<file path="config.mk">
export PLATFORM = sky130hd
export DESIGN_NAME = caw_watchdog
export DESIGN_NICKNAME = d
export VERILOG_FILES = /design/src/rtl/caw_pkg.sv /design/src/rtl/caw_prescaler.sv /design/src/rtl/caw_watchdog.sv
export SDC_FILE = /design/constraint.sdc
export NUM_CORES = 1
export LEC_CHECK = 0
export ABC_AREA = 1
export BUFFER_PORTS_ARGS = -buffer_cell sky130_fd_sc_hd__clkbuf_2
export CAP_MARGIN = 20
export CORE_MARGIN = 3
export CORE_UTILIZATION = 30
export CTS_CLUSTER_SIZE = 20
export DETAILED_ROUTE_END_ITERATION = 12
export GPL_ROUTABILITY_DRIVEN = 1
export SLEW_MARGIN = 25
export SYNTH_ARGS = -nofsm -noshare
export SYNTH_HDL_FRONTEND = slang
export SYNTH_HIERARCHICAL = 1
export SYNTH_SLANG_ARGS = --single-unit
</file>
<file path="constraint.sdc">
create_clock -name clk -period 3.65 [get_ports clk]
set_input_delay 0.1825 -clock clk [delete_from_list [all_inputs] [get_ports clk]]
set_output_delay 0.1825 -clock clk [all_outputs]
set_load 0.02 [all_outputs]
</file>
<file path="src/rtl/caw_pkg.sv">
// Shared constants and types for the counter array watchdog
package caw_pkg;

  // ----------------------------------------------------------------------
  // Register addresses
  // ----------------------------------------------------------------------
  localparam logic [7:0] ADDR_CTRL   = 8'hd8;
  localparam logic [7:0] ADDR_MODE   = 8'hd9;
  localparam logic [7:0] ADDR_CNT_LO = 8'hf9;
  localparam logic [7:0] ADDR_CNT_HI = 8'hfa;
  localparam logic [7:0] ADDR_OFFSET = 8'hfb;
  localparam logic [7:0] ADDR_UPDATE = 8'hfc;

  // ----------------------------------------------------------------------
  // Field positions and reset values
  // ----------------------------------------------------------------------
  localparam int unsigned CTRL_OVF_BIT = 7;
  localparam int unsigned CTRL_RUN_BIT = 6;
  localparam int unsigned CTRL_WD_FLAG = 5;
  localparam int unsigned NUM_MODULES  = 6;
  localparam logic [7:0]  CTRL_RESET   = 8'h00;
  localparam logic [7:0]  MODE_RESET   = 8'h40;
  localparam logic [7:0]  BYTE_ZERO    = 8'h00;
  localparam logic [7:0]  BYTE_FULL    = 8'hff;
  localparam logic [15:0] CNT_RESET    = 16'h0000;
  localparam logic [15:0] CNT_FULL     = 16'hffff;

  // ----------------------------------------------------------------------
  // Counter clock selections and divide counts
  // ----------------------------------------------------------------------
  localparam logic [2:0] CSEL_DIV12 = 3'h0;
  localparam logic [2:0] CSEL_DIV4  = 3'h1;
  localparam logic [2:0] CSEL_T0    = 3'h2;
  localparam logic [2:0] CSEL_EXT   = 3'h3;
  localparam logic [2:0] CSEL_SYS   = 3'h4;
  localparam logic [2:0] CSEL_EXT8  = 3'h5;
  localparam logic [3:0] DIV12_LIM  = 4'hb;
  localparam logic [3:0] DIV4_LIM   = 4'h3;
  localparam logic [3:0] DIV8_LIM   = 4'h7;
  localparam logic [3:0] DIV1_LIM   = 4'h0;

  // Default expiry: 256 counter ticks, 3072 system clocks
  localparam int unsigned WD_DEFAULT_TICKS = 256;
  localparam int unsigned WD_DEFAULT_CLKS  = WD_DEFAULT_TICKS * (int'(DIV12_LIM) + 1);

  // Mode register layout
  typedef struct packed {
    logic       idle_suspend;
    logic       wd_enable;
    logic       wd_lock;
    logic       rsvd;
    logic [2:0] clk_sel;
    logic       ovf_irq_en;
  } caw_mode_t;

  // Register access request
  typedef struct packed {
    logic       wr;
    logic       rd;
    logic [7:0] addr;
    logic [7:0] wdata;
  } caw_sfr_req_t;

endpackage : caw_pkg

</file>
<file path="src/rtl/caw_prescaler.sv">
// Counter clock tick generator for the counter array
`timescale 1ns/1ps
`default_nettype none

module caw_prescaler
  import caw_pkg::*;
(
  // Clock and reset
  input  wire logic       clk,
  input  wire logic       sys_rst,
  // Source selection and sources
  input  wire logic [2:0] clk_sel,
  input  wire logic       timer0_ovf,
  input  wire logic       ext_clk_pin,
  // Counter tick
  output logic            tick
);

  // ----------------------------------------------------------------------
  // Divider
  // ----------------------------------------------------------------------
  logic [3:0] div_q;
  logic [2:0] ext_sync_q;
  logic       src_pulse;
  logic [3:0] limit;

  function automatic logic [3:0] div_limit(input logic [2:0] sel);
    case (sel)
      CSEL_DIV12: div_limit = DIV12_LIM;
      CSEL_DIV4:  div_limit = DIV4_LIM;
      CSEL_EXT8:  div_limit = DIV8_LIM;
      default:    div_limit = DIV1_LIM;
    endcase
  endfunction : div_limit

  // Pin is asynchronous: two stages, then an edge stage
  always_ff @(posedge clk) begin
    if (sys_rst) begin
      ext_sync_q <= 3'h0;
    end else begin
      ext_sync_q <= {ext_sync_q[1:0], ext_clk_pin};
    end
  end

  // Source pulse per selection
  always_comb begin
    case (clk_sel)
      CSEL_T0:   src_pulse = timer0_ovf;
      CSEL_EXT,
      CSEL_EXT8: src_pulse = ext_sync_q[1] & ~ext_sync_q[2];
      default:   src_pulse = 1'b1;
    endcase
  end

  assign limit = div_limit(clk_sel);
  assign tick  = src_pulse & (div_q >= limit); // see RL8

  // Greater-or-equal keeps a source switch from running past the limit
  always_ff @(posedge clk) begin
    if (sys_rst) begin
      div_q <= 4'h0;
    end else if (src_pulse) begin
      div_q <= tick ? 4'h0 : div_q + 4'h1;
    end
  end

  // ----------------------------------------------------------------------
  // Checks
  // ----------------------------------------------------------------------
  logic [7:0] gap_q;
  logic       seen_q;

  always_ff @(posedge clk) begin
    if (sys_rst) begin
      gap_q  <= 8'h00;
      seen_q <= 1'b0;
    end else begin
      gap_q  <= tick ? 8'h00 : gap_q + 8'h01;
      seen_q <= (clk_sel == CSEL_DIV12) & (seen_q | tick);
    end
  end

  AST_DIV12_SPACING: assert property (@(posedge clk) disable iff (sys_rst) // see RL9
    (tick && seen_q && clk_sel == CSEL_DIV12 && $past(clk_sel) == CSEL_DIV12)
      |-> gap_q == {4'h0, DIV12_LIM})
    else $error("divide-by-12 tick spacing wrong");

endmodule : caw_prescaler

`default_nettype wire

</file>
<file path="src/rtl/caw_watchdog.sv">
// Counter array control, 16-bit counter and watchdog module
//
// Operation
// RL1: Reset the system when low byte overflows while update byte equals high byte.
// RL2: Writing 1 to the watchdog match flag while enabled forces a reset.
// RL3: While enabled, clock select and idle suspend bits stay frozen.
// RL4: Setting enable bit or lock bit enables the watchdog.
// RL5: Lock bit keeps the watchdog enabled until the next system reset.
// RL6: With lock clear, clearing enable bit disables the watchdog.
// RL7: Every reset leaves the watchdog enabled.
// RL8: Reset defaults: clock divided by 12, low byte and offset byte zero.
// RL9: Default expiry is 256 counter ticks, 3072 system clocks.
// RL10: Software disables, configures, enables, then writes the update byte.
// RL11: Idle suspend bit stops watchdog timing while the processor idles.
// RL12: Overflow flag set when the counter rolls from all ones to zero.
// RL13: Overflow flag requests interrupt when enabled; only software clears it.
// RL14: Six match flags set by hardware, request interrupt, cleared by software; the watchdog flag is not set by hardware while enabled.
// RL15: Run bit stops the counter at 0, lets it count at 1.
// RL16: Any update byte write loads counter high byte plus offset byte.
// RL17: While enabled the counter runs regardless of the run bit.
// RL18: While enabled, writes to counter low and high bytes are ignored.
// RL19: Counter advances once per tick, low byte carrying into high byte.
`timescale 1ns/1ps
`default_nettype none

module caw_watchdog
  import caw_pkg::*;
(
  // Clock and reset
  input  wire logic                   clk,
  input  wire logic                   sys_rst,
  // Register port
  input  wire caw_sfr_req_t           sfr_req,
  output logic [7:0]                  sfr_rdata,
  // System context
  input  wire logic                   cpu_idle,
  input  wire logic                   timer0_ovf,
  input  wire logic                   ext_clk_pin,
  // Other compare modules
  input  wire logic [NUM_MODULES-1:0] module_match_evt,
  input  wire logic [NUM_MODULES-1:0] module_irq_en,
  // Results
  output logic                        wdt_reset,
  output logic                        counter_irq
);

  // ----------------------------------------------------------------------
  // State
  // ----------------------------------------------------------------------
  caw_mode_t                mode_q;
  logic                     ovf_flag_q;
  logic                     run_q;
  logic [NUM_MODULES-1:0]   match_q;
  logic [15:0]              cnt_q;
  logic [7:0]               offset_q;
  logic [7:0]               update_q;
  logic                     wdt_reset_q;
  logic [7:0]               rdata_q;
  logic                     wd_en;
  logic                     tick;
  logic                     advance;
  logic                     wd_expire;
  logic                     wd_force;
  caw_mode_t                mode_wr;

  function automatic logic wr_at(input caw_sfr_req_t r, input logic [7:0] a);
    wr_at = r.wr & (r.addr == a);
  endfunction : wr_at

  assign mode_wr = caw_mode_t'(sfr_req.wdata);
  assign wd_en   = mode_q.wd_enable | mode_q.wd_lock; // see RL4

  // ----------------------------------------------------------------------
  // Counter clock and advance
  // ----------------------------------------------------------------------
  caw_prescaler i_caw_prescaler (
    .clk         (clk),
    .sys_rst     (sys_rst),
    .clk_sel     (mode_q.clk_sel),
    .timer0_ovf  (timer0_ovf),
    .ext_clk_pin (ext_clk_pin),
    .tick        (tick)
  );

  // Watchdog forces the counter on; idle suspend pauses it
  assign advance = tick & (run_q | wd_en) // see RL15 see RL17
                 & ~(mode_q.idle_suspend & cpu_idle); // see RL11

  assign wd_expire = wd_en & advance & (cnt_q[7:0] == BYTE_FULL)
                   & (update_q == cnt_q[15:8]); // see RL1
  assign wd_force  = wd_en & wr_at(sfr_req, ADDR_CTRL)
                   & sfr_req.wdata[CTRL_WD_FLAG]; // see RL2

  // ----------------------------------------------------------------------
  // Mode register
  // ----------------------------------------------------------------------
  // Lock is sticky and only sys_rst releases it, so enable cannot drop
  always_ff @(posedge clk) begin
    if (sys_rst) begin
      mode_q <= caw_mode_t'(MODE_RESET); // see RL7 see RL8
    end else if (wr_at(sfr_req, ADDR_MODE)) begin
      mode_q.wd_lock    <= mode_q.wd_lock | mode_wr.wd_lock; // see RL5
      mode_q.wd_enable  <= mode_wr.wd_enable | mode_q.wd_lock; // see RL6
      mode_q.ovf_irq_en <= mode_wr.ovf_irq_en;
      if (!wd_en) begin
        mode_q.idle_suspend <= mode_wr.idle_suspend; // see RL3
        mode_q.clk_sel      <= mode_wr.clk_sel;
      end
    end
  end

  // ----------------------------------------------------------------------
  // Control register: flags and run bit
  // ----------------------------------------------------------------------
  // Hardware set beats a same-cycle software clear, so no event is lost
  always_ff @(posedge clk) begin
    if (sys_rst) begin
      ovf_flag_q <= CTRL_RESET[CTRL_OVF_BIT];
    end else if (advance && cnt_q == CNT_FULL) begin
      ovf_flag_q <= 1'b1; // see RL12
    end else if (wr_at(sfr_req, ADDR_CTRL)) begin
      ovf_flag_q <= sfr_req.wdata[CTRL_OVF_BIT]; // see RL13
    end
  end

  always_ff @(posedge clk) begin
    if (sys_rst) begin
      run_q <= CTRL_RESET[CTRL_RUN_BIT];
    end else if (wr_at(sfr_req, ADDR_CTRL)) begin
      run_q <= sfr_req.wdata[CTRL_RUN_BIT];
    end
  end

  // A forcing write to the watchdog flag is not stored as a flag
  always_ff @(posedge clk) begin
    if (sys_rst) begin
      match_q <= CTRL_RESET[NUM_MODULES-1:0];
    end else begin
      for (int i = 0; i < NUM_MODULES; i++) begin
        if (module_match_evt[i] && !(i == CTRL_WD_FLAG && wd_en)) begin
          match_q[i] <= 1'b1; // see RL14
        end else if (wr_at(sfr_req, ADDR_CTRL)) begin
          match_q[i] <= sfr_req.wdata[i] & ~(i == CTRL_WD_FLAG && wd_en);
        end
      end
    end
  end

  assign counter_irq = (ovf_flag_q & mode_q.ovf_irq_en) // see RL13
                     | (|(match_q & module_irq_en)); // see RL14

  // ----------------------------------------------------------------------
  // Counter
  // ----------------------------------------------------------------------
  always_ff @(posedge clk) begin
    if (sys_rst) begin
      cnt_q <= CNT_RESET; // see RL8
    end else if (wr_at(sfr_req, ADDR_CNT_LO) && !wd_en) begin
      cnt_q[7:0] <= sfr_req.wdata; // see RL18
    end else if (wr_at(sfr_req, ADDR_CNT_HI) && !wd_en) begin
      cnt_q[15:8] <= sfr_req.wdata;
    end else if (advance) begin
      cnt_q <= cnt_q + 16'h0001; // see RL19
    end
  end

  // ----------------------------------------------------------------------
  // Watchdog compare bytes and reset output
  // ----------------------------------------------------------------------
  always_ff @(posedge clk) begin
    if (sys_rst) begin
      offset_q <= BYTE_ZERO; // see RL8
    end else if (wr_at(sfr_req, ADDR_OFFSET)) begin
      offset_q <= sfr_req.wdata;
    end
  end

  // Written data is discarded: the reload is always counter high byte plus offset byte
  always_ff @(posedge clk) begin
    if (sys_rst) begin
      update_q <= BYTE_ZERO; // see RL9
    end else if (wr_at(sfr_req, ADDR_UPDATE)) begin
      update_q <= cnt_q[15:8] + offset_q; // see RL16
    end
  end

  always_ff @(posedge clk) begin
    if (sys_rst) begin
      wdt_reset_q <= 1'b0;
    end else begin
      wdt_reset_q <= wd_expire | wd_force; // see RL1 see RL2
    end
  end

  assign wdt_reset = wdt_reset_q;

  // ----------------------------------------------------------------------
  // Read data, one cycle after the read strobe; unmapped reads zero
  // ----------------------------------------------------------------------
  always_ff @(posedge clk) begin
    if (sys_rst) begin
      rdata_q <= BYTE_ZERO;
    end else if (sfr_req.rd) begin
      case (sfr_req.addr)
        ADDR_CTRL:   rdata_q <= {ovf_flag_q, run_q, match_q};
        ADDR_MODE:   rdata_q <= {mode_q.idle_suspend, mode_q.wd_enable, mode_q.wd_lock,
                                 1'b0, mode_q.clk_sel, mode_q.ovf_irq_en};
        ADDR_CNT_LO: rdata_q <= cnt_q[7:0];
        ADDR_CNT_HI: rdata_q <= cnt_q[15:8];
        ADDR_OFFSET: rdata_q <= offset_q;
        ADDR_UPDATE: rdata_q <= update_q;
        default:     rdata_q <= BYTE_ZERO;
      endcase
    end
  end

  assign sfr_rdata = rdata_q;

  // ----------------------------------------------------------------------
  // Checks
  // ----------------------------------------------------------------------
  AST_EXPIRE_RESET: assert property (@(posedge clk) disable iff (sys_rst) // see RL1
    (wd_en && advance && cnt_q[7:0] == BYTE_FULL && update_q == cnt_q[15:8]) |=> wdt_reset)
    else $error("expiry did not reset");

  AST_FORCE_RESET: assert property (@(posedge clk) disable iff (sys_rst) // see RL2
    (wd_en && sfr_req.wr && sfr_req.addr == ADDR_CTRL && sfr_req.wdata[CTRL_WD_FLAG])
      |=> wdt_reset && !match_q[CTRL_WD_FLAG])
    else $error("forced reset missing");

  AST_FROZEN_MODE: assert property (@(posedge clk) disable iff (sys_rst) // see RL3
    wd_en |=> $stable(mode_q.clk_sel) && $stable(mode_q.idle_suspend))
    else $error("frozen mode bits changed");

  AST_ENABLE_SET: assert property (@(posedge clk) disable iff (sys_rst) // see RL4
    (sfr_req.wr && sfr_req.addr == ADDR_MODE && (mode_wr.wd_enable || mode_wr.wd_lock))
      |=> wd_en)
    else $error("enable write ignored");

  AST_LOCK_HOLDS: assert property (@(posedge clk) disable iff (sys_rst) // see RL5
    mode_q.wd_lock |=> mode_q.wd_lock && wd_en)
    else $error("locked watchdog released");

  AST_DISABLE: assert property (@(posedge clk) disable iff (sys_rst) // see RL6
    (!mode_q.wd_lock && sfr_req.wr && sfr_req.addr == ADDR_MODE
      && !mode_wr.wd_enable && !mode_wr.wd_lock) |=> !wd_en)
    else $error("disable write ignored");

  AST_RESET_ENABLED: assert property (@(posedge clk) // see RL7
    $past(sys_rst) |-> wd_en && !mode_q.wd_lock && cnt_q == CNT_RESET)
    else $error("not enabled after reset");

  AST_UPDATE_LOAD: assert property (@(posedge clk) disable iff (sys_rst) // see RL16
    (sfr_req.wr && sfr_req.addr == ADDR_UPDATE)
      |=> update_q == $past(cnt_q[15:8]) + $past(offset_q))
    else $error("update byte load wrong");

  AST_OVF_FLAG: assert property (@(posedge clk) disable iff (sys_rst) // see RL12
    (advance && cnt_q == CNT_FULL) |=> ovf_flag_q && cnt_q == CNT_RESET)
    else $error("overflow flag not set");

  AST_OVF_STICKY: assert property (@(posedge clk) disable iff (sys_rst) // see RL13
    (ovf_flag_q && !(sfr_req.wr && sfr_req.addr == ADDR_CTRL)) |=> ovf_flag_q)
    else $error("overflow flag cleared by hardware");

  AST_FORCED_RUN: assert property (@(posedge clk) disable iff (sys_rst) // see RL17
    (wd_en && advance) |=> cnt_q == $past(cnt_q) + 16'h0001)
    else $error("counter not forced on");

  AST_STOPPED: assert property (@(posedge clk) disable iff (sys_rst) // see RL15
    (!run_q && !wd_en && !sfr_req.wr) |=> $stable(cnt_q))
    else $error("stopped counter moved");

  AST_IDLE_HOLD: assert property (@(posedge clk) disable iff (sys_rst) // see RL11
    (wd_en && mode_q.idle_suspend && cpu_idle) |=> $stable(cnt_q) && !wdt_reset)
    else $error("idle did not suspend timing");

  AST_NO_CNT_WRITE: assert property (@(posedge clk) disable iff (sys_rst) // see RL18
    (wd_en && !advance && sfr_req.wr
      && (sfr_req.addr == ADDR_CNT_LO || sfr_req.addr == ADDR_CNT_HI)) |=> $stable(cnt_q))
    else $error("counter written while enabled");

endmodule : caw_watchdog

`default_nettype wire

</file>
**Word level (Yosys, flattened, before mapping)**

Cells that the tools add are included.

- Flip-flop bits (word level): 63
- Bits of input ports: 35
- Output and inout bits: 10

- $add $sub $neg: 3
- $lt $le $gt $ge: 1
- Eq/ne operators: 14
- Multiplexer cells: 22
- Bitwise operators: 29
- Reduce and logical (&&, ||, !) cells: 20

Operator list:

| kind | number |
|---|---|
| == test 8 bit, second input constant | 7 |
| one-hot mux 8 bit (6 select lines) | 1 |
| 2-to-1 mux 8 bit | 3 |
| AND 1 bit | 18 |
| nonzero test 2 bit | 9 |
| adder 16 x 1 -> 16 bit, second input constant | 1 |
| == test 16 bit, second input constant | 1 |
| 2-to-1 mux 16 bit | 1 |
| 2-to-1 mux 1 bit | 14 |
| one-hot mux 4 bit (3 select lines) | 1 |
| adder 8 bit | 1 |
| == test 8 bit | 1 |
| AND 6 bit | 1 |
| == test 3 x 2 -> 1 bit, second input constant | 2 |
| bitwise OR 1 bit | 6 |
| AND reduction 2 bit | 3 |
| OR reduction 6 bit | 1 |
| adder 4 x 1 -> 4 bit, second input constant | 1 |
| greater-or-equal comparator 4 bit | 1 |
| logical AND 1 bit | 4 |
| 2-to-1 mux 4 bit | 1 |
| NOT 1 bit | 4 |
| == test 3 x 1 -> 1 bit, second input constant | 1 |
| == test 3 bit, second input constant | 1 |
| 5 further kinds | 5 |

**Longest topological paths before layout**

Gate-level depths: netlist of run 1.

- Word-level depth: 10
- Depth in mapped cells: 19
- Mapped depth without buffers: 19

**Modules after synthesis**

The synthesis of run 1 kept the hierarchy.

By module, submodules not included:

| module | instances | cells an instance | area an instance (um^2) | sequential area each (um^2) |
|---|---|---|---|---|
| caw_watchdog | 1 | 574 | 3719.8 | 1121.1 |
| caw_prescaler | 1 | 69 | 478.0 | 140.1 |

**Worst setup path before layout of run 1**

OpenSTA, ideal clock, no wires.

- Kind: reg2reg
- Start point: register, netlist name mode_q[3]
- End point: register cnt_q[15]
- Arrival time: 1.915 ns
- Required time: 3.533 ns
- Path slack: 1.618 ns
- Stages on the path, launching flop included: 16
- Buffers on the path: 1
- Clock period less this slack: 2.032 ns
- Cells stage by stage: dfxtp_1 inv_2 o21ai_0 inv_1 ha_1 nand4_1 nand3_1 nand3_2 inv_1 nand2_1 o21bai_1 nand2_4 nand2_2 buf_6 nor2_1 a21oi_1

- Longest elaborated chain between the ends: 8
- Elaborated cells between the ends (all ways): 14
- Classes of those cells: order compare: 1; eq/ne: 4; mux: 2; bitwise: 3; reduce/logical: 4

RTL lines:

| element | line | source |
|---|---|---|
| == test 3 bit, or another cell as far along | caw_prescaler.sv:28, caw_prescaler.sv:47 |  |
| one-hot mux 4 bit (3 select lines) / OR reduction 2 bit (equally long branches) | caw_prescaler.sv:28, caw_prescaler.sv:47 |  |
| greater-or-equal comparator 4 bit / one-hot mux 1 bit (2 select lines) (equally long branches) | caw_prescaler.sv:56, caw_prescaler.sv:47 |  |
| AND 1 bit (*) | caw_prescaler.sv:56 | `assign tick = src_pulse & (div_q >= limit);` |
| via tick | caw_watchdog.sv:60 | `logic tick;` |
| AND 1 bit (*) | caw_watchdog.sv:86 | `assign advance = tick & (run_q \| wd_en)` |
| AND 1 bit (*) | caw_watchdog.sv:87 | `& ~(mode_q.idle_suspend & cpu_idle);` |
| nonzero test 2 bit (no source line) (*) | n/a |  |
| AND reduction 2 bit (no source line) (*) | n/a |  |
| to (signal assigned) | caw_watchdog.sv:161 | `cnt_q[15:8] <= sfr_req.wdata;` |
| to (signal assigned) | caw_watchdog.sv:163 | `cnt_q <= cnt_q + 16'h0001;` |
| to (decl) | caw_watchdog.sv:54 | `logic [15:0] cnt_q;` |

Mark *: on every way through the listed nets, which the timed path passes. The rest lies on a longest branch.
A chain may end at the register's enable or synchronous reset.

**Worst setup path after layout of run 1**

- Start point: register, netlist name mode_q[3]
- End point: register cnt_q[15]

- Longest elaborated chain between the ends: 8
- Elaborated cells between the ends (all ways): 14
- Classes of those cells: order compare: 1; eq/ne: 4; mux: 2; bitwise: 3; reduce/logical: 4

RTL lines:

| element | line |
|---|---|
| == test 3 bit, or another cell as far along | caw_prescaler.sv:28, caw_prescaler.sv:47 |
| one-hot mux 4 bit (3 select lines) / OR reduction 2 bit (equally long branches) | caw_prescaler.sv:28, caw_prescaler.sv:47 |
| greater-or-equal comparator 4 bit / one-hot mux 1 bit (2 select lines) (equally long branches) | caw_prescaler.sv:56, caw_prescaler.sv:47 |
| AND 1 bit (*) | caw_prescaler.sv:56 |
| via tick | caw_watchdog.sv:60 |
| AND 1 bit (*) | caw_watchdog.sv:86 |
| AND 1 bit (*) | caw_watchdog.sv:87 |
| nonzero test 2 bit (no source line) (*) | n/a |
| AND reduction 2 bit (no source line) (*) | n/a |

Marks and branches as above.

==> results of run 1 <==
## stage by stage
step,instance area [sq um],power (W),hold WS [ns]
floorplan,4200,0.000797,0.252
global placement,4520,0.000850,0.389
detailed placement,4520,0.000850,0.393
CTS,4850,0.00178,0.0413
global route,4850,0.00183,0.0600
finish,4850,0.00177,0.0481
## layout by cell type (no fill, tap or decap), types with 5 or more instances in the layout
cell / count
xor2_1: 10
inv_1: 73
nand3_1: 75
a21oi_1: 54
clkbuf_16: 9
o21ai_0: 45
xnor2_1: 5
dfxtp_1: 63
nor3_1: 9
ha_1: 13
inv_2: 7
nor2_4: 5
nand4_1: 15
nand2_1: 137
o21ai_1: 5
nor2_1: 73
clkbuf_2: 44
nand2_2: 8
nor2_2: 5
## flip-flops by register name, indices dropped and copies added, names as in the netlist
name	cells
i_caw_prescaler/div_q	4
sfr_rdata	8
i_caw_prescaler/ext_sync_q	3
cnt_q	16
offset_q	8
update_q	8
match_q	6
wdt_reset	1
mode_q	7
ovf_flag_q	1
run_q	1
## critical path: cells and delay by family (launching register included)
kind,cells,cell delay [ns]
and+or+nand+nor,8,0.80
AOI/OAI and AO/OA,3,0.60
DFF,1,0.38
adders and majority gates,1,0.28
buffers and inverters,3,0.22
## power breakdown
group	switching (W)	leakage, nW	internal (W)	total [W]
sequential	0.0000103	0.512	0.000702	0.000712
combinational	0.0000835	1.50	0.0000412	0.000125
clock	0.000317	0.156	0.000616	0.000933
## per-layer routing
metal | up-vias | part of all wire | wire length (microns)
met5 | - | 0 | 0
met4 | 0 | 0.015 | 188
met3 | 16 | 0.062 | 791
met2 | 117 | 0.44 | 5600
met1 | 1945 | 0.48 | 6130
li1 | 2188 | - | -
## worst max path at each step
stage | from | end | slack (ns) | cells after the start
global placement | mode_q[3] | cnt_q[11] | 1.40 | 14
finish | mode_q[3] | cnt_q[15] | 1.29 | 15
global route | mode_q[3] | cnt_q[11] | 1.07 | 17
CTS | mode_q[3] | cnt_q[9] | 1.30 | 14
floorplan | mode_q[3] | cnt_q[15] | 1.62 | 15
detailed placement | mode_q[3] | cnt_q[9] | 1.34 | 14
## cell families after synthesis
family | Yosys count | share of synthesized area
and+or+nand+nor | 340 | 0.382
AOI/OAI and AO/OA | 113 | 0.140
buffers and inverters | 98 | 0.102
DFF | 63 | 0.300
xor gates and xnor gates | 15 | 0.0313
adders and majority gates | 14 | 0.0435
## final cells by class
type                       count  area [sq um]
fill                        1523          8600
multi-input combinational    482          2510
sequential                    63          1260
inverter                      80           300
clock buffer                  11           243
timing repair buffer          46           235
tap                          176           220
clock inverter                 5          81.3
==> impl_metrics.yaml, run 1 <==
outcome:
  status: "finished, final reports clean"
die:
  dieWidth_microns: 124
  dieArea_sq_um: 15400
  dieHeight_microns: 124
  initial_core_util: 0.312
  placementRows: 42
  coreArea_sq_um: 13500
  io_pins: 45
grt:
  grt_pass1_vias: 3936
  use_met2: 0.248
  grtUsageTotal: 0.163
  grt_start_max_net_pins: 34
  gr-total-overflow: 0
  grt_pass1_wl_microns: 20700
  antenna_found_initial: 0
  grt_use_met3: 0.0377
  top_usage_layer: "met2"
  met1_usage: 0.232
power_and_ir_drop:
  vdd_drop_max_mv: 0.190
  power_density_nw_per_um2: 365
  p_leak_nw: 2.17
timing:
  layout_setup_ws_ns: 1.29
  relSlewSlack: 0.442
  clock-skew-final_ns: 0.00793
  tns_ns: 0
  rsz0062_at_grt: "false"
  tightest_slew_ns: 0.835
  period_needed_ns: 2.36
  finalSetupViolCount: 0
  max_freq_mhz: 423
  drv_slew: 0
  finalHoldViolCount: 0
  min_period_over_period: 0.647
critical_path:
  slowest_stage: "dfxtp_1"
  slowest_delay_ns: 0.38
  required_ns: 3.91
  reg2reg_to: "cnt_q[15]"
  crit_arrival_ns: 2.62
  cp_max_fo: 12
  reg2regPathDepth: 15
  crit_path_start_kind: "register"
  path_class: "register to register"
  end_kind: "register"
  r2r-start: "mode_q[3]"
  cpMostUsedCell: "nand2_1"
  crit_chain: "inv_2, o21ai_0, inv_1, ha_1, nand4_1, nand3_1, nand3_2, inv_1, nand2_1, o21bai_1, nand2_4, nand2_2, nand2_1, nand2_1, a21oi_1"
  r2r_slack_ns: 1.29
final_layout:
  nNetsFinal: 731
  drive_above_1_share: 0.143
  area_growth_pct: 15.5
  postLayoutCoreUtil: 0.360
  instances_no_fill: 863
  diodes: 0
logic_synthesis:
  syn_avg_cell_area_sq_um: 6.53
  syn_inst: 643
  syn-num-nets: 692
  synthTopCellsByCount: "nand2_1 (137), nand3_1 (75), inv_1 (73), nor2_1 (73), dfxtp_1 (63)"
  ys_top_cells_by_area: "dfxtp_1 (30%), nand2_1 (12%), nand3_1 (8.9%)"
  ys_types: 34
  synth_area_leader_cell: "dfxtp_1"
  ys.warnings.count: 6
  synth_top_area_frac: 0.300
  netlist_area_sq_um: 4200
  synth_ff_type: "dfxtp_1"
  ys_ff_latch: 63
  async_flop_share: 0
  synth.most_common_cell: "nand2_1"
  synth_seq_area_share: 0.300
  synth_edf_count: 0
clocking:
  path_clk_slew_ns: 0.06
  cts_resized: 0
  postCtsHoldBufs: 0
  cts.htree.levels: 3
  cts_tree: "done"
  cts_root_buffer: "clkbuf_16"
  worstSkewPairLatency_ns: 0.33
  post_cts.repair.setup_buffers: 0
  cts-buffers-inserted: 9
  cts.sinks: 63
  cts_buffer_depth: 2
placed_design:
  dp_cells: 847
  numPortBuffers: 44
  place_ws_ns: 1.34
  dp_hpwl_microns: 9720
  gp_routability_congestion: 0.937
hold_path:
  worstHoldStart: "ext_clk_pin"
  hp-class: "primary input to register"
  whs_path_depth: 3
  hold_end: "i_caw_prescaler/ext_sync_q[0]"
drt:
  vias_per_cell: 4.94
  antenna_left: 0
  routed_wl_microns: 12700
  firstDrtPassIters: 5
  drt_iter0_drc: 262
  vias: 4266
  drcViolationCount: 0
  wl_per_cell_microns: 14.7
run:
  cap_violations: 0
(Power assumes the default switching activity.)
==> run 2: changes to the inputs <==
--- a/config.mk
+++ b/config.mk
@@ -5,7 +5,7 @@
 export SDC_FILE = /design/constraint.sdc
 export NUM_CORES = 1
 export LEC_CHECK = 0
-export ABC_AREA = 1
+export ABC_AREA = 0
 export BUFFER_PORTS_ARGS = -buffer_cell sky130_fd_sc_hd__clkbuf_2
 export CAP_MARGIN = 20
 export CORE_MARGIN = 3
==> constraint.sdc (replaced) <==
create_clock -name clk -period 1.95 [get_ports clk]
set_input_delay 0.0975 -clock clk [delete_from_list [all_inputs] [get_ports clk]]
set_output_delay 0.0975 -clock clk [all_outputs]
set_load 0.02 [all_outputs]
==> run 2 against run 1 <==
Compared with the run above:
- the flow now finishes with violations (negative setup slack)
- total power rose by 77%
- wire length rose by 7.9%
- synthesized area fell by 7.5%
- sequential share of layout area fell by 2.3 points
- critical endpoint is now cnt_q[6]
- largest power group unchanged
==> impl_metrics.yaml, run 2 <==
outcome:
  status: "complete, but fails checks"
  violations: "negative setup slack"
final_layout:
  stdcell_area_sq_um: 5340
  area_growth_pct: 37.4
  drive_above_1_share: 0.337
  instances_no_fill: 738
  diodes: 0
  nNetsFinal: 614
  mostFrequentLayoutCell: "buf_4"
  largest_reg_flops: 16
  final_cell_mix: "buf_4 (64), dfxtp_1 (59), clkbuf_2 (44)"
  regMostFlops: "cnt_q"
logic_synthesis:
  synth-xor-area-share: 0.0406
  synthAdderAreaFrac: 0.0470
  syn-num-nets: 512
  synth_ff_type: "dfxtp_1"
  ys_types: 70
  muxShareOfSynthArea: 0.0180
  synth_top_area_frac: 0.325
  synthTopCellsByCount: "dfxtp_1 (63), nand2_1 (43), nor2_1 (37), a21oi_1 (31), nand3_1 (24)"
  synth_top_family_by_area: "simple AND/OR/NAND/NOR gates"
  syn_inst: 463
  ys_top_cells_by_area: "dfxtp_1 (32%), ha_1 (4.2%), nand2_1 (4.2%)"
  synth_area_leader_cell: "dfxtp_1"
  synth_compound_area_frac: 0.253
  synth-simple-area-share: 0.267
  ys.warnings.count: 6
  async_flop_share: 0
  synth_seq_area_share: 0.325
  ys_ff_latch: 63
  syn_avg_cell_area_sq_um: 8.39
  synth_edf_count: 0
  netlist_area_sq_um: 3880
  synth.most_common_cell: "dfxtp_1"
drt:
  drcViolationCount: 0
  vias: 4067
  vias_per_cell: 5.51
  routed_wl_microns: 13700
  wl_per_cell_microns: 18.6
  top_layer_used: "met4"
  antenna_left: 0
  firstDrtPassIters: 5
  wl_met2_microns: 6550
  drt_iter0_drc: 326
  route.met3.wl_microns: 967
  met1_length_microns: 5820
timing:
  tightest_slew_ns: 0.593
  drv_slew: 0
  relSlewSlack: 0.605
  clock-skew-final_ns: 0.00940
  min_period_over_period: 1.26
  finalSetupViolCount: 18
  max_freq_mhz: 409
  rsz0062_at_grt: "true"
  finalHoldViolCount: 0
  holdWs_ns: 0.0167
  period_needed_ns: 2.45
  layout_setup_ws_ns: -0.497
power_and_ir_drop:
  power_density_nw_per_um2: 587
  p_comb_frac: 0.093
  vdd_drop_max_mv: 0.406
  p_clk_frac: 0.483
  power.share.switching: 0.250
  p_leak_nw: 1.93
  intPower_w: 0.00235
  switching_power_w: 0.000783
  seqPwrFrac: 0.424
hold_path:
  hp-class: "primary input to register"
critical_path:
  reg2regPathDepth: 11
  end_kind: "register"
  critical_path.startpoint: "mode_q[2]"
  required_ns: 2.19
  r2r-start: "mode_q[2]"
  endpoint: "cnt_q[6]"
  cp_max_fo: 4
  slowest_delay_ns: 0.39
  path_class: "register to register"
  crit_chain: "or3_4, ha_4, o21a_1, nor2_2, nor3_2, a21boi_4, nand2_2, buf_4, nor4_4, xnor2_1, a211oi_2"
  crit_path_start_kind: "register"
  crit_arrival_ns: 2.69
  slowest_stage: "or3_4"
  reg2reg_to: "cnt_q[6]"
  r2r_slack_ns: -0.50
grt:
  grt_start_max_net_pins: 23
  grt_pass1_wl_microns: 21100
  antenna_found_initial: 0
  gr-total-overflow: 0
  grt_pass1_vias: 3933
  grtUsageTotal: 0.188
die:
  placementRows: 40
  io_pins: 45
  dieHeight_microns: 120
  initial_core_util: 0.315
  coreArea_sq_um: 12300
  dieWidth_microns: 120
  dieArea_sq_um: 14300
clocking:
  cts_buffer_depth: 2
  worstSkewPairLatency_ns: 0.33
  cts.sinks: 63
  cts.htree.levels: 3
  cts_root_buffer: "clkbuf_16"
  path_clk_slew_ns: 0.06
  cts-buffers-inserted: 9
  cts_tree: "done"
run:
  cap_violations: 0
placed_design:
  place_ws_ns: -0.634
  numPortBuffers: 44
  dp_cells: 710
  dp_hpwl_microns: 10200
  gp_routability_congestion: 0.869
  place_area_sq_um: 4710
run 2: cell types whose count changed after synthesis, sizes merged, moves of 9 or more:
cell / change
xnor2: +12
inv: -64
xor2: -9
clkbuf: +9
a22oi: +12
nand3: -56
a21oi: -23
nor2b: +11
nor2: -47
a211oi: +17
nand2: -105
nor3: +13
o21ai: -31
run 2: layout make-up:
type / count / area (sq um)
Multi-Input combinational cell: 360 / 2740
Tap cell: 168 / 210
Sequential cell: 63 / 1270
Inverter: 16 / 60.1
Fill cell: 1238 / 6980
Timing Repair Buffer: 115 / 778
Clock buffer: 11 / 253
Clock inverter: 5 / 32.5
run 2: cells by family after synthesis:
family / after synthesis
AO/OA/AOI/OAI: 131
XOR/XNOR: 18
adder cells (fa/ha/maj): 14
buffers and inverters: 42
flip-flops: 63
multiplexers: 7
AND/OR/NAND/NOR: 188
run 2: worst min path at each step:
| stage | from | to | depth (start not counted) |
|---|---|---|---|
| floorplan | sys_rst | i_caw_prescaler/div_q[1] | 1 |
| global placement | module_match_evt[1] | match_q[1] | 3 |
| detailed placement | ext_clk_pin | i_caw_prescaler/ext_sync_q[0] | 2 |
| CTS | module_match_evt[3] | match_q[3] | 3 |
| global route | module_match_evt[3] | match_q[3] | 3 |
| finish | module_match_evt[3] | match_q[3] | 3 |
run 2: what timing repair did:
action,4_1_cts,5_1_grt
cloned,0,2
buffers inserted,5,3
hold buffers,4,0
gates resized for setup,18,25
setup endpoints to repair,19,24
hold endpoints to repair,4,0
pin swaps,10,22
run 2: stage by stage:
stage	utilization	setup TNS, ns	total power [W]
after floorplan	-	-5.20	0.00150
after global placement	0.382	-8.00	0.00163
after detailed placement	0.382	-9.27	0.00163
after CTS	0.420	-7.01	0.00316
after global routing	0.433	-9.57	0.00325
final	0.433	-7.74	0.00313
run 2: worst max-delay path: cells and delay by family (launching register included):
family / cells / cell delay [ns]
XOR/XNOR: 1 / 0.11
adder cells (fa/ha/maj): 1 / 0.27
flip-flops: 1 / 0.32
buffers and inverters: 1 / 0.19
AO/OA/AOI/OAI: 3 / 0.61
AND/OR/NAND/NOR: 5 / 0.86
run 2: layer usage:
| metal | track usage | vias to the layer above |
|---|---|---|
| li1 | - | 1941 |
| met3 | 0.0396 | 30 |
| met5 | 0 | - |
| met4 | 0.0608 | 0 |
| met1 | 0.238 | 1926 |
| met2 | 0.318 | 170 |
run 2: power by group through the flow:
| stage | logic [W] | registers (W) | clock network (W) |
|---|---|---|---|
| floorplan | 0.000131 | 0.00136 | 0 |
| global placement | 0.000269 | 0.00136 | 0 |
| detailed placement | 0.000273 | 0.00136 | 0 |
| CTS | 0.000285 | 0.00133 | 0.00155 |
| global route | 0.000314 | 0.00133 | 0.00160 |
| finish | 0.000290 | 0.00133 | 0.00151 |
==> run 3: changes to the inputs <==
--- a/config.mk
+++ b/config.mk
@@ -9,10 +9,11 @@
 export BUFFER_PORTS_ARGS = -buffer_cell sky130_fd_sc_hd__clkbuf_2
 export CAP_MARGIN = 20
 export CORE_MARGIN = 3
-export CORE_UTILIZATION = 30
+export CORE_UTILIZATION = 53
 export CTS_CLUSTER_SIZE = 20
 export DETAILED_ROUTE_END_ITERATION = 12
 export GPL_ROUTABILITY_DRIVEN = 1
+export PLACE_DENSITY = 0.76
 export SLEW_MARGIN = 25
 export SYNTH_ARGS = -nofsm -noshare
 export SYNTH_HDL_FRONTEND = slang
==> run 3 against run 2 <==
Compared with the run above:
- first-iteration DRC count increased by 25%
- the flow still finishes with violations (negative setup slack)
- setup slack got worse by 0.11 ns
- critical path depth increased by 2
- worst hold slack improved by 0.046 ns
- sequential power about the same
- via count increased by 6.1%
- combinational power about the same
- flip-flop and latch count unchanged
- clock power decreased by 28%
- count of clock-buffer cells in the layout increased by 1
- die area decreased by 42%
- highest routed layer unchanged
==> impl_metrics.yaml, run 3 (synthesis gave the netlist of run 2 again) <==
power_and_ir_drop:
  p_leak_nw: 1.88
  vdd_drop_max_mv: 0.491
  power_density_nw_per_um2: 528
  p_total_w: 0.00270
drt:
  vias: 4316
  drt_iter0_drc: 409
  vias_per_cell: 6.51
  routed_wl_microns: 13400
  wl_per_cell_microns: 20.2
  met1_length_microns: 5020
  wl_met2_microns: 6510
  drcViolationCount: 0
  top_layer_used: "met4"
  firstDrtPassIters: 6
  route.met3.wl_microns: 1240
  antenna_left: 0
final_layout:
  mostFrequentLayoutCell: "buf_4"
  final_cell_mix: "buf_4 (59), dfxtp_1 (57), clkbuf_2 (44)"
  postLayoutCoreUtil: 0.737
  instances_no_fill: 663
  regMostFlops: "cnt_q"
  diodes: 0
  nNetsFinal: 612
  area_growth_pct: 31.8
  stdcell_area_sq_um: 5120
  drive_above_1_share: 0.344
  largest_reg_flops: 16
  fill_cells: 509
critical_path:
  cp_max_fo: 5
  r2r_slack_ns: -0.60
  required_ns: 2.20
  path_class: "register to register"
  r2r-start: "mode_q[1]"
  crit_arrival_ns: 2.81
  crit_path_start_kind: "register"
  reg2regPathDepth: 13
  reg2reg_to: "cnt_q[14]"
  end_kind: "register"
hold_path:
  whs_path_depth: 3
  worstHoldStart: "module_match_evt[5]"
  hp-class: "primary input to register"
  hold_end: "match_q[5]"
die:
  dieArea_sq_um: 8390
  initial_core_util: 0.559
  dieWidth_microns: 91.6
  placementRows: 30
  coreArea_sq_um: 6940
  io_pins: 45
  dieHeight_microns: 91.6
timing:
  clock-skew-final_ns: 0.0181
  relSlewSlack: 0.613
  tightest_slew_ns: 0.577
  finalHoldViolCount: 0
  period_needed_ns: 2.55
  rsz0062_at_grt: "true"
  finalSetupViolCount: 22
  max_freq_mhz: 392
  layout_setup_ws_ns: -0.603
  min_period_over_period: 1.31
  drv_slew: 0
clocking:
  worstSkewPairLatency_ns: 0.36
  cts.sinks: 63
  cts_buffer_depth: 2
  cts_root_buffer: "clkbuf_8"
  cts-buffers-inserted: 9
  cts_tree: "done"
  cts.htree.levels: 3
  path_clk_slew_ns: 0.08
grt:
  grt_pass1_wl_microns: 20500
  grt_start_max_net_pins: 25
  grt_pass1_vias: 4095
  gr-total-overflow: 0
  antenna_found_initial: 0
  grtUsageTotal: 0.307
outcome:
  violations: "negative setup slack"
  status: "complete, but fails checks"
run:
  cap_violations: 0
placed_design:
  numPortBuffers: 44
  dp_hpwl_microns: 8990
  dp_cells: 635
  gp_routability_congestion: 0.928
  place_area_sq_um: 4610
-- run 3: how the worst max path moves through the flow --
stage,from,end,slack [ns],depth (start not counted)
final,mode_q[1],cnt_q[14],-0.60,13
after global routing,mode_q[1],cnt_q[14],-0.70,13
after CTS,mode_q[2],cnt_q[7],-0.50,10
after detailed placement,mode_q[1],wdt_reset,-0.57,11
after global placement,mode_q[1],wdt_reset,-0.49,11
after floorplan,mode_q[1],cnt_q[9],-0.31,11
-- run 3: area by class of cell --
class / count / area (sq um) / area share
Sequential cell: 63 / 1270 / 0.248
Timing Repair Buffer: 114 / 788 / 0.154
Multi-Input combinational cell: 359 / 2700 / 0.527
Inverter: 16 / 60.1 / 0.0117
Tap cell: 96 / 120 / 0.0235
Clock inverter: 3 / 17.5 / 0.00342
Clock buffer: 12 / 165 / 0.0323
-- run 3: per-stage QoR --
step	hold slack [ns]	TNS [ns]	setup WS, ns
global route	0.0835	-11.51	-0.699
CTS	0.0668	-7.98	-0.496
global placement	0.305	-7.03	-0.494
detailed placement	0.312	-8.28	-0.573
finish	0.0630	-9.23	-0.603
floorplan	0.167	-5.20	-0.314
-- run 3: layer usage --
layer / vias to the layer above / track usage
met2: 280 / 0.511
met1: 2037 / 0.363
met5: - / 0
met3: 71 / 0.0729
met4: 0 / 0.162
li1: 1928 / -
-- run 3: worst max-delay path: stages, from the launching register on --
cell and delay [ns]:
dfxtp_4 0.37, buf_6 0.10, inv_2 0.03, a21oi_2 0.14
ha_1 0.25, nand2b_4 0.15, a2111oi_4 0.42, nor3_2 0.09
a21boi_4 0.16, buf_6 0.13, nand3_4 0.12, o211ai_4 0.14
buf_6 0.17, a211oi_4 0.20
-- run 3: report_power, final --
part	switching, W	internal [W]	total, W
clock	0.000531	0.000554	0.00108
combinational	0.000178	0.000113	0.000292
sequential	0.0000194	0.00131	0.00133
total	0.000728	0.00198	0.00270
-- run 3: timing repair --
item,CTS,global route
hold buffers,6,0
setup endpoints to repair,19,25
hold endpoints to repair,6,0
resized for setup,15,32
buffers inserted,3,5
gates cloned,1,0
pin swaps,11,28
